$ cat src/tapsl_defs.vh
// constants for the tap and autosleep detector
`ifndef TAPSL_DEFS_VH
`define TAPSL_DEFS_VH
// register addresses
`define TAPSL_A_LEVEL   8'h1d
`define TAPSL_A_LIMIT   8'h21
`define TAPSL_A_GAP     8'h22
`define TAPSL_A_WINDOW  8'h23
`define TAPSL_A_AXES    8'h2a
`define TAPSL_A_REPORT  8'h2b
`define TAPSL_A_UNMASK  8'h2e
`define TAPSL_A_ROUTE   8'h2f
`define TAPSL_A_FLAGS   8'h30
// event bit positions (unmask, route, flags)
`define TAPSL_B_SINGLE  6
`define TAPSL_B_DOUBLE  5
`define TAPSL_B_ACT     4
`define TAPSL_B_INACT   3
`define TAPSL_B_FREE    2
// tap axis select fields
`define TAPSL_B_SUPP    3
`define TAPSL_B_AXX     2
// first axis report fields
`define TAPSL_B_ASLEEP  3
`define TAPSL_B_TAPX    2
// reset value of registers
`define TAPSL_RST8      8'h00
// tap state codes
`define TAPSL_S_IDLE    3'h0
`define TAPSL_S_TAP1    3'h1
`define TAPSL_S_GAP     3'h2
`define TAPSL_S_WIN     3'h3
`define TAPSL_S_TAP2    3'h4
`define TAPSL_S_HOLD    3'h5
`endif

$ cat src/tapsl_axis_cmp.v
// per-axis magnitude compare against the tap level
`default_nettype none
module tapsl_axis_cmp #(
  parameter W = 8
) (
  // sample and level
  input  wire signed [15:0] sample,
  input  wire [W-1:0]       level,
  input  wire               enable,
  // result
  output wire               above
);
  wire [15:0] mag;
  // magnitude of a two's complement sample
  assign mag   = sample[15] ? (~sample + 16'h0001) : sample;
  assign above = enable && (mag > {{(16-W){1'b0}}, level});
endmodule // tapsl_axis_cmp
`default_nettype wire

$ cat src/tapsl_detector.v
// tap detection, link and autosleep sequencing with its registers
`default_nettype none
`include "tapsl_defs.vh"
module tapsl_detector #(
  parameter W = 8
) (
  // clock and reset
  input  wire              sys_clk,
  input  wire              sys_rst,
  input  wire              clkEn,
  // undecimated sample stream
  input  wire              sampleTick,
  input  wire signed [15:0] accelX,
  input  wire signed [15:0] accelY,
  input  wire signed [15:0] accelZ,
  // activity, inactivity and free-fall detector inputs
  input  wire              actSeen,
  input  wire              inactSeen,
  input  wire              freeSeen,
  // mode controls
  input  wire              linkEn,
  input  wire              autoSleepEn,
  // register port
  input  wire              regWr,
  input  wire              regRd,
  input  wire [7:0]        regAddr,
  input  wire [7:0]        regWdata,
  output reg  [7:0]        regRdata,
  // outputs
  output wire              sleepRate,
  output wire              irq_line_a,
  output wire              irq_line_b
);
  // ****************************************************************
  // registers
  // ****************************************************************
  reg [7:0] levelQ, limitQ, gapQ, windowQ, axesQ, unmaskQ, routeQ;
  reg [7:0] flagsQ;
  reg [2:0] reportAxisQ;
  reg       asleepQ;
  reg       actArmQ;
  reg       inactArmQ;
  reg [2:0] stateQ;
  reg [7:0] timerQ;
  reg       singlePendQ;
  reg [2:0] firstAxisQ;

  wire [2:0] above;
  wire       anyAbove;
  wire       rdFlags;
  wire       tick;
  wire       useSingle;
  wire       useDouble;

  // ****************************************************************
  // axis compare
  // ****************************************************************
  // one comparator per axis, gated by its select bit
  tapsl_axis_cmp #(.W(W)) cmpX (
    .sample (accelX),
    .level  (levelQ),
    .enable (axesQ[`TAPSL_B_AXX]),
    .above  (above[2])
  );
  tapsl_axis_cmp #(.W(W)) cmpY (
    .sample (accelY),
    .level  (levelQ),
    .enable (axesQ[`TAPSL_B_AXX-1]),
    .above  (above[1])
  );
  tapsl_axis_cmp #(.W(W)) cmpZ (
    .sample (accelZ),
    .level  (levelQ),
    .enable (axesQ[`TAPSL_B_AXX-2]),
    .above  (above[0])
  );

  assign anyAbove  = |above;
  assign tick      = clkEn && sampleTick;
  assign rdFlags   = clkEn && regRd && (regAddr == `TAPSL_A_FLAGS);
  assign useSingle = unmaskQ[`TAPSL_B_SINGLE];
  // double needs its unmask and nonzero gap and window
  assign useDouble = unmaskQ[`TAPSL_B_DOUBLE] &&
                     (gapQ != `TAPSL_RST8) &&
                     (windowQ != `TAPSL_RST8);
  assign sleepRate = asleepQ;

  // ****************************************************************
  // tap state machine
  // ****************************************************************
  reg       evSingle;
  reg       evDouble;
  reg [2:0] stateD;
  reg [7:0] timerD;
  reg       pendD;

  // next state, timer and tap events per sample tick
  always @* begin
    stateD   = stateQ;
    timerD   = timerQ + 8'h01;
    pendD    = singlePendQ;
    evSingle = 1'b0;
    evDouble = 1'b0;
    case (stateQ)
      `TAPSL_S_IDLE: begin
        timerD = 8'h00;
        pendD  = 1'b0;
        if (anyAbove) begin
          stateD = `TAPSL_S_TAP1;
          timerD = 8'h01;
        end
      end
      `TAPSL_S_TAP1: begin
        if (!anyAbove) begin
          if (!useDouble) begin
            evSingle = 1'b1;
            stateD   = `TAPSL_S_IDLE;
          end else begin
            pendD  = 1'b1;
            stateD = `TAPSL_S_GAP;
            timerD = 8'h00;
          end
        end else if (timerQ >= limitQ) begin
          stateD = `TAPSL_S_HOLD;
        end
      end
      `TAPSL_S_GAP: begin
        if (anyAbove && axesQ[`TAPSL_B_SUPP]) begin
          evSingle = singlePendQ;
          stateD   = `TAPSL_S_HOLD;
        end else if (timerD >= gapQ) begin
          stateD = `TAPSL_S_WIN;
          timerD = 8'h00;
        end
      end
      `TAPSL_S_WIN: begin
        if (anyAbove && (timerQ == 8'h00)) begin
          evSingle = singlePendQ;
          stateD   = `TAPSL_S_HOLD;
        end else if (anyAbove) begin
          stateD = `TAPSL_S_TAP2;
          timerD = 8'h01;
        end else if (timerD >= windowQ) begin
          evSingle = singlePendQ;
          stateD   = `TAPSL_S_IDLE;
        end
      end
      `TAPSL_S_TAP2: begin
        if (!anyAbove) begin
          evSingle = singlePendQ;
          evDouble = 1'b1;
          stateD   = `TAPSL_S_IDLE;
        end else if (timerQ >= limitQ) begin
          evSingle = singlePendQ;
          stateD   = `TAPSL_S_HOLD;
        end
      end
      `TAPSL_S_HOLD: begin
        // wait for level to drop before a new tap can start
        if (!anyAbove) begin
          stateD = `TAPSL_S_IDLE;
        end
      end
      default: begin
        stateD = `TAPSL_S_IDLE;
      end
    endcase
  end

  // tap state registers, advance only on sample ticks
  always @(posedge sys_clk) begin
    if (sys_rst) begin
      stateQ      <= `TAPSL_S_IDLE;
      timerQ      <= 8'h00;
      singlePendQ <= 1'b0;
      firstAxisQ  <= 3'h0;
    end else if (tick) begin
      stateQ      <= stateD;
      timerQ      <= timerD;
      singlePendQ <= pendD;
      if (stateQ == `TAPSL_S_IDLE && anyAbove) begin
        firstAxisQ <= above;
      end
    end
  end

  // ****************************************************************
  // link and autosleep
  // ****************************************************************
  wire actEv;
  wire inactEv;
  // without link both detectors stay armed
  assign actEv   = tick && actSeen && (actArmQ || !linkEn);
  assign inactEv = tick && inactSeen && (inactArmQ || !linkEn);

  // arming and sleep state
  always @(posedge sys_clk) begin
    if (sys_rst) begin
      actArmQ   <= 1'b0;
      inactArmQ <= 1'b1;
      asleepQ   <= 1'b0;
    end else if (clkEn) begin
      if (linkEn && actEv) begin
        actArmQ   <= 1'b0;
        inactArmQ <= 1'b1;
        asleepQ   <= 1'b0;
      end else if (linkEn && inactEv) begin
        actArmQ   <= 1'b1;
        inactArmQ <= 1'b0;
        // uncleared activity blocks autosleep
        if (autoSleepEn && !flagsQ[`TAPSL_B_ACT]) begin
          asleepQ <= 1'b1;
        end
      end
    end
  end

  // ****************************************************************
  // event flags
  // ****************************************************************
  reg [7:0] setBits;
  // masked event set bits; a set in the read cycle survives the clear
  always @* begin
    setBits = 8'h00;
    setBits[`TAPSL_B_SINGLE] = tick && evSingle && useSingle;
    setBits[`TAPSL_B_DOUBLE] = tick && evDouble && useDouble;
    setBits[`TAPSL_B_ACT]    = actEv && unmaskQ[`TAPSL_B_ACT];
    setBits[`TAPSL_B_INACT]  = inactEv && unmaskQ[`TAPSL_B_INACT];
    setBits[`TAPSL_B_FREE]   = tick && freeSeen && unmaskQ[`TAPSL_B_FREE];
  end

  // flags clear on read, first axis report overwritten on tap event
  always @(posedge sys_clk) begin
    if (sys_rst) begin
      flagsQ      <= `TAPSL_RST8;
      reportAxisQ <= 3'h0;
    end else if (clkEn) begin
      flagsQ <= (rdFlags ? 8'h00 : flagsQ) | setBits;
      if (setBits[`TAPSL_B_SINGLE] || setBits[`TAPSL_B_DOUBLE]) begin
        reportAxisQ <= firstAxisQ;
      end
    end
  end

  // interrupt lines follow routing, ORed per line
  assign irq_line_a = |(flagsQ & ~routeQ);
  assign irq_line_b = |(flagsQ & routeQ);

  // ****************************************************************
  // register port
  // ****************************************************************
  // writable registers
  always @(posedge sys_clk) begin
    if (sys_rst) begin
      levelQ  <= `TAPSL_RST8;
      limitQ  <= `TAPSL_RST8;
      gapQ    <= `TAPSL_RST8;
      windowQ <= `TAPSL_RST8;
      axesQ   <= `TAPSL_RST8;
      unmaskQ <= `TAPSL_RST8;
      routeQ  <= `TAPSL_RST8;
    end else if (clkEn && regWr) begin
      case (regAddr)
        `TAPSL_A_LEVEL:  levelQ  <= regWdata;
        `TAPSL_A_LIMIT:  limitQ  <= regWdata;
        `TAPSL_A_GAP:    gapQ    <= regWdata;
        `TAPSL_A_WINDOW: windowQ <= regWdata;
        `TAPSL_A_AXES:   axesQ   <= regWdata;
        `TAPSL_A_UNMASK: unmaskQ <= regWdata;
        `TAPSL_A_ROUTE:  routeQ  <= regWdata;
        default: begin
        end
      endcase
    end
  end

  // read data registered one cycle after the read strobe
  always @(posedge sys_clk) begin
    if (sys_rst) begin
      regRdata <= 8'h00;
    end else if (clkEn && regRd) begin
      case (regAddr)
        `TAPSL_A_LEVEL:  regRdata <= levelQ;
        `TAPSL_A_LIMIT:  regRdata <= limitQ;
        `TAPSL_A_GAP:    regRdata <= gapQ;
        `TAPSL_A_WINDOW: regRdata <= windowQ;
        `TAPSL_A_AXES:   regRdata <= axesQ;
        `TAPSL_A_REPORT: regRdata <= {4'h0, asleepQ, reportAxisQ};
        `TAPSL_A_UNMASK: regRdata <= unmaskQ;
        `TAPSL_A_ROUTE:  regRdata <= routeQ;
        `TAPSL_A_FLAGS:  regRdata <= flagsQ;
        default:         regRdata <= 8'h00;
      endcase
    end
  end
endmodule // tapsl_detector
`default_nettype wire

$ cat config.mk
export PLATFORM = sky130hd
export DESIGN_NAME = tapsl_detector
export DESIGN_NICKNAME = d
export VERILOG_FILES = /design/src/tapsl_axis_cmp.v /design/src/tapsl_detector.v
export VERILOG_INCLUDE_DIRS = /design/src
export SDC_FILE = /design/constraint.sdc
export NUM_CORES = 1
export LEC_CHECK = 0
export ABC_AREA = 1
export BUFFER_PORTS_ARGS = -buffer_cell sky130_fd_sc_hd__buf_2
export CAP_MARGIN = 30
export CORE_ASPECT_RATIO = 1.5
export CORE_MARGIN = 10
export CORE_UTILIZATION = 50
export CTS_BUF_LIST = sky130_fd_sc_hd__clkbuf_16
export DETAILED_ROUTE_END_ITERATION = 16
export HOLD_SLACK_MARGIN = 0.15
export PLACE_DENSITY = 0.71
export SLEW_MARGIN = 0
export SYNTH_ARGS = -nofsm -noshare
export SYNTH_HDL_FRONTEND = slang
export SYNTH_SLANG_ARGS = --single-unit
$ cat constraint.sdc
create_clock -name sys_clk -period 4.8 [get_ports sys_clk]
set_input_delay 0.48 -clock sys_clk [delete_from_list [all_inputs] [get_ports sys_clk]]
set_output_delay 0.48 -clock sys_clk [all_outputs]
set_load 0.05 [all_outputs]
==> results.cfg, run 1 <==
[sta]
report.final.slew_viol_count = 0
tns_ps = 0
tightest_slew_ps = 779
hold_viol_final = 0
relSlewSlack = 0.476
min_period_over_period = 0.677
grt_setup_unrepaired = no
timing.fmax_mhz = 308
finalCriticalPeriod_ps = 3250
setup_viol = 0
skew_ps = 5.52

[floorplan]
initial_core_util = 0.510
die_area_sq_mm = 0.0184
io_pins = 86
die_h_um = 161
core_area_sq_mm = 0.0130
die_x_um = 114
rows = 51

[clock_network]
cts_resized = 0
cts_root_buffer = clkbuf_16
clock_path_buffers = 2
numCtsBuffers = 9
cts.clk_slew.worst_paths_ps = 60
postCtsSetupRepairBufs = 0
clk_latency_ps = 340
cts.sinks = 90
cts_hold_buf = 0
cts_tree = built
htreeDepth = 3

[grt]
first_global_vias = 6662
gr-total-overflow = 0
antenna_found_initial = 0
grt_max_degree = 60
grt_pass1_wl_mm = 31.8
grtUsageTotal = 0.210

[flow_run]
max_cap_violations = 0

[synth]
synth_area_sq_mm = 0.00664
ys_types = 37
ys_seq_area_frac = 0.271
synthTopCellsByArea = dfxtp_1, nand2_1, ha_1
avgSynthCellArea_sq_um = 6.40
ys.flop_type = dfxtp_1
postSynthCellCount = 1037
syn_nets = 1165
synth-seq-cells = 90
synth.top_cell.area_share = 0.271
synth_top_area_cell = dfxtp_1
ys_warn_count = 0
synth-edff-count = 0
async_flop_share = 0

[power]
power_switching_share = 0.275
switchingPower_w = 0.000451
p_leak_nw = 3.33
internal_power_w = 0.00119
power_density_mw_per_mm2 = 221
power.share.clock = 0.387
vdd.ir_drop.worst_v = 0.000266
seqPwrFrac = 0.459
power_frac_comb = 0.154

[status]
status = completed

[min_path]
hold_class = in2reg

[finish]
multi_input_area_sq_mm = 0.00409
antenna_cells = 0
utilization = 0.569
finalNetCount = 1235
seqCellArea_sq_mm = 0.00180
area_growth_pct = 11.7
num-fill-cells = 1369
layout-drive-gt1-share = 0.118

[route]
via_per_inst = 5.50
drt_iter0_markers = 543
drtPass1Iterations = 7
drtAntennaViolNets = 0
totalWireLength_mm = 19.5
drcViolationCount = 0
wl_per_cell_um = 15.4
num_vias = 6996

[worst_setup_path]
worstSetupStartpointType = primary input
crit_path_end_kind = flop
arrival_ps = 3450
required_ps = 5000
worst-path-max-fanout = 12
path_class = in2reg

[placed_design]
io_buffers = 85
place_hpwl_mm = 15.6
routabilityCongestion = 0.936
==> final timing paths <==
path	slack [ps]	endpoint	depth (start not counted)	startpoint
setup reg to reg	1590	timerQ[7]	14	timerQ[0]
hold reg to reg	460	unmaskQ[1]	2	unmaskQ[1]
setup / recovery	1550	timerQ[7]	24	accelZ[0]
hold / removal	400	sleepRate	3	autoSleepEn
==> registers in the layout, summed over array words and instances, names as in the netlist, 3 cells and up <==
name and flops:
routeQ 8, axesQ 8, gapQ 8, limitQ 8
windowQ 8, flagsQ 5, regRdata 8, unmaskQ 8
firstAxisQ 3, levelQ 8, timerQ 8, stateQ 3
reportAxisQ 3
==> critical path: stages <==
cell and delay (ps):
buf_2 90, inv_1 100, ha_1 180, nand2_1 110, nor2_1 180, nor2_1 70, xor2_1 150, ha_1 270
nand2_1 50, nor2_1 120, nand2_1 70, nand2_1 60, nand2_1 60, nand3_1 80, nor2_1 40, nand3_1 160
nand2_2 90, nand3_2 220, inv_2 90, or2_2 290, a21oi_1 170, nand2_2 150, nand3_1 100, a21oi_1 80
==> per-stage QoR <==
stage	setup WS [ps]	hold slack (ps)	cells	total power [W]	instance area, sq um
floorplan	1830	429	1037	0.000932	6640
global placement	1230	440	1255	0.00102	7150
detailed placement	1180	444	1255	0.00102	7150
CTS	1550	398	1271	0.00165	7410
global route	1170	431	1271	0.00171	7410
finish	1550	402	1271	0.00164	7410
==> area by class of cell <==
class / count / share of cell area
inverters: 168 / 0.0852
flip-flops and latches: 90 / 0.243
multi-input cells: 752 / 0.551
well taps: 159 / 0.0268
repair buffers: 86 / 0.0584
clock buffers: 9 / 0.0304
clock inverters: 7 / 0.00506
==> placed cells by master (no fill, tap or decap), drive strengths merged, types with 2 or more instances in the layout <==
cell type,netlist,layout
xor2,16,16
nand4,17,17
o21ai,86,86
a221oi,3,3
nand2,226,226
nor4,8,8
nor3,11,11
nor2,85,85
buf,9,86
clkbuf,18,9
xnor2,9,9
nand3b,3,3
a21oi,122,122
o21a,3,3
clkinv,3,9
o221ai,6,6
o22ai,22,22
o31ai,2,2
inv,165,165
o2111ai,2,2
ha,53,53
dfxtp,90,90
o41ai,4,4
or2,3,3
nand3,70,70
==> power groups by stage <==
stage | Combinational, W | Clock (W) | Sequential [W]
global route | 0.000290 | 0.000672 | 0.000752
detailed placement | 0.000250 | 0 | 0.000769
global placement | 0.000249 | 0 | 0.000769
CTS | 0.000252 | 0.000642 | 0.000752
floorplan | 0.000163 | 0 | 0.000769
finish | 0.000252 | 0.000634 | 0.000752
==> cell usage after synthesis, types with 4 or more instances <==
master and n:
nor2_1 74, o221ai_1 6, nand2_1 217, nor4_1 8, xnor2_1 9, o21ai_0 84, nand2_2 9, nor2_2 9
buf_2 7, dfxtp_1 90, inv_2 4, nand4_1 17, nor3_1 10, inv_1 161, o41ai_1 4, a21oi_1 121
ha_1 53, clkbuf_1 18, nand3_1 68, xor2_1 16, o22ai_1 22
==> logic make-up after synthesis <==
group / count (synthesis) / share of synthesized area
AND/OR/NAND/NOR: 424 / 0.279
XOR/XNOR: 25 / 0.0330
flip-flops: 90 / 0.271
AO/OA/AOI/OAI: 250 / 0.204
adder cells (fa/ha/maj): 53 / 0.0999
buffers and inverters: 195 / 0.113
==> layer usage <==
layer | share of wire | up-vias | global-route usage
li1 | - | 3575 | -
met4 | 0.035 | 0 | 0.0874
met2 | 0.51 | 206 | 0.388
met5 | 0 | - | 0
met1 | 0.40 | 3167 | 0.227
met3 | 0.051 | 48 | 0.0330
No activity file was read; power rests on OpenSTA's default activity.
==> inputs of run 2 (changes only) <==
Settings changed: ABC_AREA 1 to 0.
Clock period 4.8 ns to 3.4 ns, I/O delays scaled along.
==> results.cfg, run 2 <==
[worst_setup_path]
crit_slowest_cell = dfxtp_1
worstSetupStartpointType = flop
cpMostUsedCell = ha_1
path_buf_inv = 0
r2r-start = timerQ[1]
crit_chain = ha_1, nand3_1, xnor2_2, ha_1, a21o_1, a2111oi_0, o21ai_0, o211ai_1, a21oi_1, nor2_1, o21bai_4, and3b_2, mux2_4
path_delay_family = compound AO/OA/AOI/OAI gates
worstRegToRegCells = 13
required_ps = 3640
ff2ff_setup_slack_ps = 140
crit_path_end_kind = flop
worst-path-max-fanout = 5
reg2reg_to = stateQ[0]
path_class = reg2reg
crit_path_max_incr_delay_ps = 430
arrival_ps = 3500

[min_path]
whs_path_depth = 3
min_to = flagsQ[2]
worstHoldStart = freeSeen
hold_class = in2reg

[placed_design]
place_hpwl_mm = 15.6
dp_slack_ps = -87.8
routabilityCongestion = 0.920
io_buffers = 85

[route]
drcViolationCount = 0
via_per_inst = 5.83
num_vias = 6593
drtPass1Iterations = 6
totalWireLength_mm = 19.5
drt_iter0_markers = 459
drtAntennaViolNets = 0
wl_per_cell_um = 17.3

[flow_run]
max_cap_violations = 0

[clock_network]
cts_root_buffer = clkbuf_16
clk_latency_ps = 340
cts.sinks = 90
cts.clk_slew.worst_paths_ps = 70
numCtsBuffers = 9
cts_tree = built
postCtsSetupRepairBufs = 0
htreeDepth = 3
clock_path_buffers = 2

[grt]
gr-total-overflow = 0
grtUsageTotal = 0.205
grt_pass1_wl_mm = 31.2
antenna_found_initial = 0
grt_max_degree = 39
first_global_vias = 6218

[finish]
finalNetCount = 1095
layout-drive-gt1-share = 0.180
final_cell_mix = nor2_1, nand2_1, dfxtp_1
utilization = 0.605
antenna_cells = 0
area_growth_pct = 17.9
num-fill-cells = 1277
final_common_cell = nor2_1

[synth]
synth_top_area_cell = dfxtp_1
synth-edff-count = 0
synth.top_cell.area_share = 0.270
synth_area_sq_mm = 0.00668
synthTopCellsByCount = nor2_1, nand2_1, dfxtp_1
ys.flop_type = dfxtp_1
async_flop_share = 0
ys_seq_area_frac = 0.270
synth-seq-cells = 90
syn_nets = 986
yosysMostFrequentCell = nor2_1
avgSynthCellArea_sq_um = 7.78
synthTopCellsByArea = dfxtp_1, ha_1, mux2i_1
postSynthCellCount = 858
ys_warn_count = 0
ys_types = 71

[floorplan]
die_area_sq_mm = 0.0185
die_h_um = 162
io_pins = 86
initial_core_util = 0.513
rows = 51
die_x_um = 114
core_area_sq_mm = 0.0130

[power]
vdd.ir_drop.worst_v = 0.000271
power_density_mw_per_mm2 = 304
p_leak_nw = 3.25
total_power_w = 0.00239

[sta]
grt_setup_unrepaired = no
timing.fmax_mhz = 306
finalCriticalPeriod_ps = 3260
tns_ps = 0
report.final.slew_viol_count = 0
tightest_slew_ps = 694
skew_ps = 7.60
setup_viol = 0
hold_viol_final = 0
worst_slack_ps = 136
relSlewSlack = 0.537
min_period_over_period = 0.960

[status]
status = completed
run 2: report_power, final:
| part | internal (W) | total [W] | switching [W] |
|---|---|---|---|
| Clock | 0.000567 | 0.000988 | 0.000421 |
| Sequential | 0.00106 | 0.00106 | 0.00000185 |
| Combinational | 0.000142 | 0.000349 | 0.000207 |
| Total | 0.00176 | 0.00239 | 0.000630 |
run 2: layer usage:
metal / vias to the layer above / wire length (um) / GRT usage
met1: 3078 / 7810 / 0.227
met2: 183 / 10100 / 0.372
met3: 33 / 1080 / 0.0404
met5: - / 0 / 0
met4: 0 / 580 / 0.0783
li1: 3299 / - / -
run 2: worst max path at each step:
stage | start | end | slack (ps) | cells past startpoint
after floorplan | accelX[2] | stateQ[0] | -30 | 14
after global placement | accelX[2] | stateQ[0] | -20 | 17
after detailed placement | accelZ[5] | stateQ[0] | -90 | 17
after CTS | timerQ[1] | reportAxisQ[0] | 100 | 13
after global routing | timerQ[1] | reportAxisQ[1] | 3 | 13
final | timerQ[1] | stateQ[0] | 140 | 13
run 2: final cells by class:
| class | instances | area, sq um | share of cell area |
|---|---|---|---|
| Clock inverter | 7 | 67.6 | 0.00859 |
| Clock buffer | 9 | 225 | 0.0286 |
| Inverter | 54 | 203 | 0.0258 |
| Timing Repair Buffer | 133 | 798 | 0.101 |
| Tap cell | 159 | 199 | 0.0253 |
| Multi-Input combinational cell | 679 | 4580 | 0.581 |
| Sequential cell | 90 | 1800 | 0.229 |
run 2: metrics by stage:
stage	hold slack, ps	area, sq um	cells
finish	271	7870	1131
global route	303	7870	1131
CTS	266	7860	1131
detailed placement	472	7560	1115
global placement	466	7560	1115
floorplan	448	6700	858
run 2: tightest hold or removal path: cells and delay by family:
kind | cells | cell delay (ps)
buffers and inverters | 1 | 80
AO/OA/AOI/OAI | 1 | 80
AND/OR/NAND/NOR | 1 | 80
run 2: cell families (layout without fill, tap and decap cells):
logic type | Yosys count | after routing | synth area share
muxes | 65 | 65 | 0.0993
AOI/OAI and AO/OA | 185 | 185 | 0.189
DFF | 90 | 90 | 0.270
adders and majority gates | 53 | 53 | 0.0993
and+or+nand+nor | 351 | 351 | 0.260
buffers and inverters | 89 | 203 | 0.0500
xor gates and xnor gates | 25 | 25 | 0.0328
run 2: what timing repair did:
item	CTS	global route
resized for setup	0	2
setup endpoints to repair	0	4
hold endpoints to repair	0	0
hold buffers	0	0
==> inputs of run 3 (changes only) <==
Settings changed: SETUP_SLACK_MARGIN set to 0.4.
==> results.cfg, run 3 (synthesis results as in run 2) <==
[status]
status = completed

[worst_setup_path]
r2r-start = timerQ[1]
worst-path-max-fanout = 7
ff2ff_setup_slack_ps = 380
arrival_ps = 3360
required_ps = 3630
crit_path_end_kind = flop
worstSetupStartpointType = primary input
reg2reg_to = reportAxisQ[1]
path_class = in2reg
worstRegToRegCells = 13

[clock_network]
cts_root_buffer = clkbuf_16
clock_path_buffers = 2
cts.clk_slew.worst_paths_ps = 70
cts_tree = built
clk_latency_ps = 340
htreeDepth = 3
cts.sinks = 90
cts_hold_buf = 0
numCtsBuffers = 9

[power]
power_density_mw_per_mm2 = 286
p_leak_nw = 3.37
vdd.ir_drop.worst_v = 0.000261
total_power_w = 0.00235

[floorplan]
die_x_um = 114
die_area_sq_mm = 0.0185
die_h_um = 162
rows = 51
io_pins = 86
core_area_sq_mm = 0.0130
initial_core_util = 0.513

[finish]
seqCellArea_sq_mm = 0.00181
layout-drive-gt1-share = 0.223
finalNetCount = 1101
area_growth_pct = 22.8
final_cell_mix = nor2_1, nand2_1, dfxtp_1
num-fill-cells = 1188
multi_input_area_sq_mm = 0.00483
antenna_cells = 0
final_common_cell = nor2_1

[sta]
worst_slack_ps = 266
hold_viol_final = 0
finalCriticalPeriod_ps = 3130
timing.hold.ws_ps = 263
setup_viol = 0
relSlewSlack = 0.433
skew_ps = 10.2
report.final.slew_viol_count = 0
tightest_slew_ps = 850
tns_ps = 0
min_period_over_period = 0.922
grt_setup_unrepaired = yes
timing.fmax_mhz = 319

[grt]
first_global_vias = 6473
grtUsageTotal = 0.211
grt_pass1_wl_mm = 32.2
grt_max_degree = 80
antenna_found_initial = 0
gr-total-overflow = 0

[route]
drt_iter0_markers = 592
drcViolationCount = 0
totalWireLength_mm = 20.3
drtPass1Iterations = 5
via_per_inst = 5.97
wl_per_cell_um = 17.8
drtAntennaViolNets = 0
num_vias = 6787

[placed_design]
io_buffers = 85
place_hpwl_mm = 15.6
routabilityCongestion = 0.905
dp_slack_ps = -89.5

[min_path]
min_to = flagsQ[2]
whs_path_depth = 3
worstHoldStart = freeSeen
hold_class = in2reg

[flow_run]
max_cap_violations = 0
[run 3: cell count changes in the layout (fill, tap and decap cells not counted), moves of 3 or more]
cell     change
o21ai_1      +5
buf_2        -4
a21oi_2      +3
ha_4         +3
a21oi_1      -3
buf_6        +8
dfxtp_2      +3
dfxtp_1      -3
nand3_1      -3
o21ai_0      -7
ha_1         -4
[run 3: timing repair]
item / in CTS / in global routing
pin swaps: 15 / 26
setup endpoints to repair: 17 / 20
gates resized for setup: 22 / 42
setup buffers: 4 / 5
cloned: 0 / 0
[run 3: per-layer routing]
| metal | wire length (um) | global-route usage |
|---|---|---|
| met3 | 1210 | 0.0423 |
| met5 | 0 | 0 |
| met4 | 828 | 0.101 |
| met1 | 7990 | 0.234 |
| met2 | 10300 | 0.372 |
[run 3: worst max-delay path by stage]
stage | slack (ps) | from | endpoint | cells after the start
2_1_floorplan | -20 | accelX[2] | stateQ[0] | 14
3_3_place_gp | -20 | accelZ[5] | stateQ[0] | 17
3_5_place_dp | -90 | accelZ[5] | stateQ[0] | 17
4_1_cts | 350 | accelX[2] | stateQ[0] | 16
5_1_grt | 110 | accelZ[2] | stateQ[0] | 17
6_report | 270 | accelZ[2] | stateQ[0] | 17
[run 3: worst max-delay path: stages]
cell and delay [ps]:
buf_8 100, nor4_4 300, and2_4 200, inv_2 30, o21ai_2 120, xnor2_1 130
ha_1 280, nand4_1 110, nand2b_4 140, a21oi_2 40, nand4b_1 240, o41ai_4 320
buf_6 180, nand3_4 90, and3_4 180, and3b_2 260, mux2_4 300
[run 3: final cells by class]
type                    count  share of cell area
inverters                  54              0.0247
repair buffers            139               0.109
clock inverters             7             0.00564
clock buffers               9              0.0275
well taps                 159              0.0243
flip-flops and latches     90               0.220
multi-input cells         679               0.589
[run 3: power breakdown]
group	internal [W]	leakage, nW	switching [W]	total (W)
registers	0.00106	0.726	0.00000211	0.00106
logic	0.000153	2.50	0.000218	0.000371
clock network	0.000495	0.140	0.000425	0.000921
total	0.00170	3.37	0.000645	0.00235
[run 3: stage by stage]
| step | std cells | utilization | area, sq um |
|---|---|---|---|
| global route | 1137 | 0.630 | 8200 |
| CTS | 1132 | 0.613 | 7980 |
| floorplan | 858 | - | 6730 |
| detailed placement | 1112 | 0.582 | 7580 |
| finish | 1137 | 0.630 | 8200 |
| global placement | 1112 | 0.582 | 7580 |
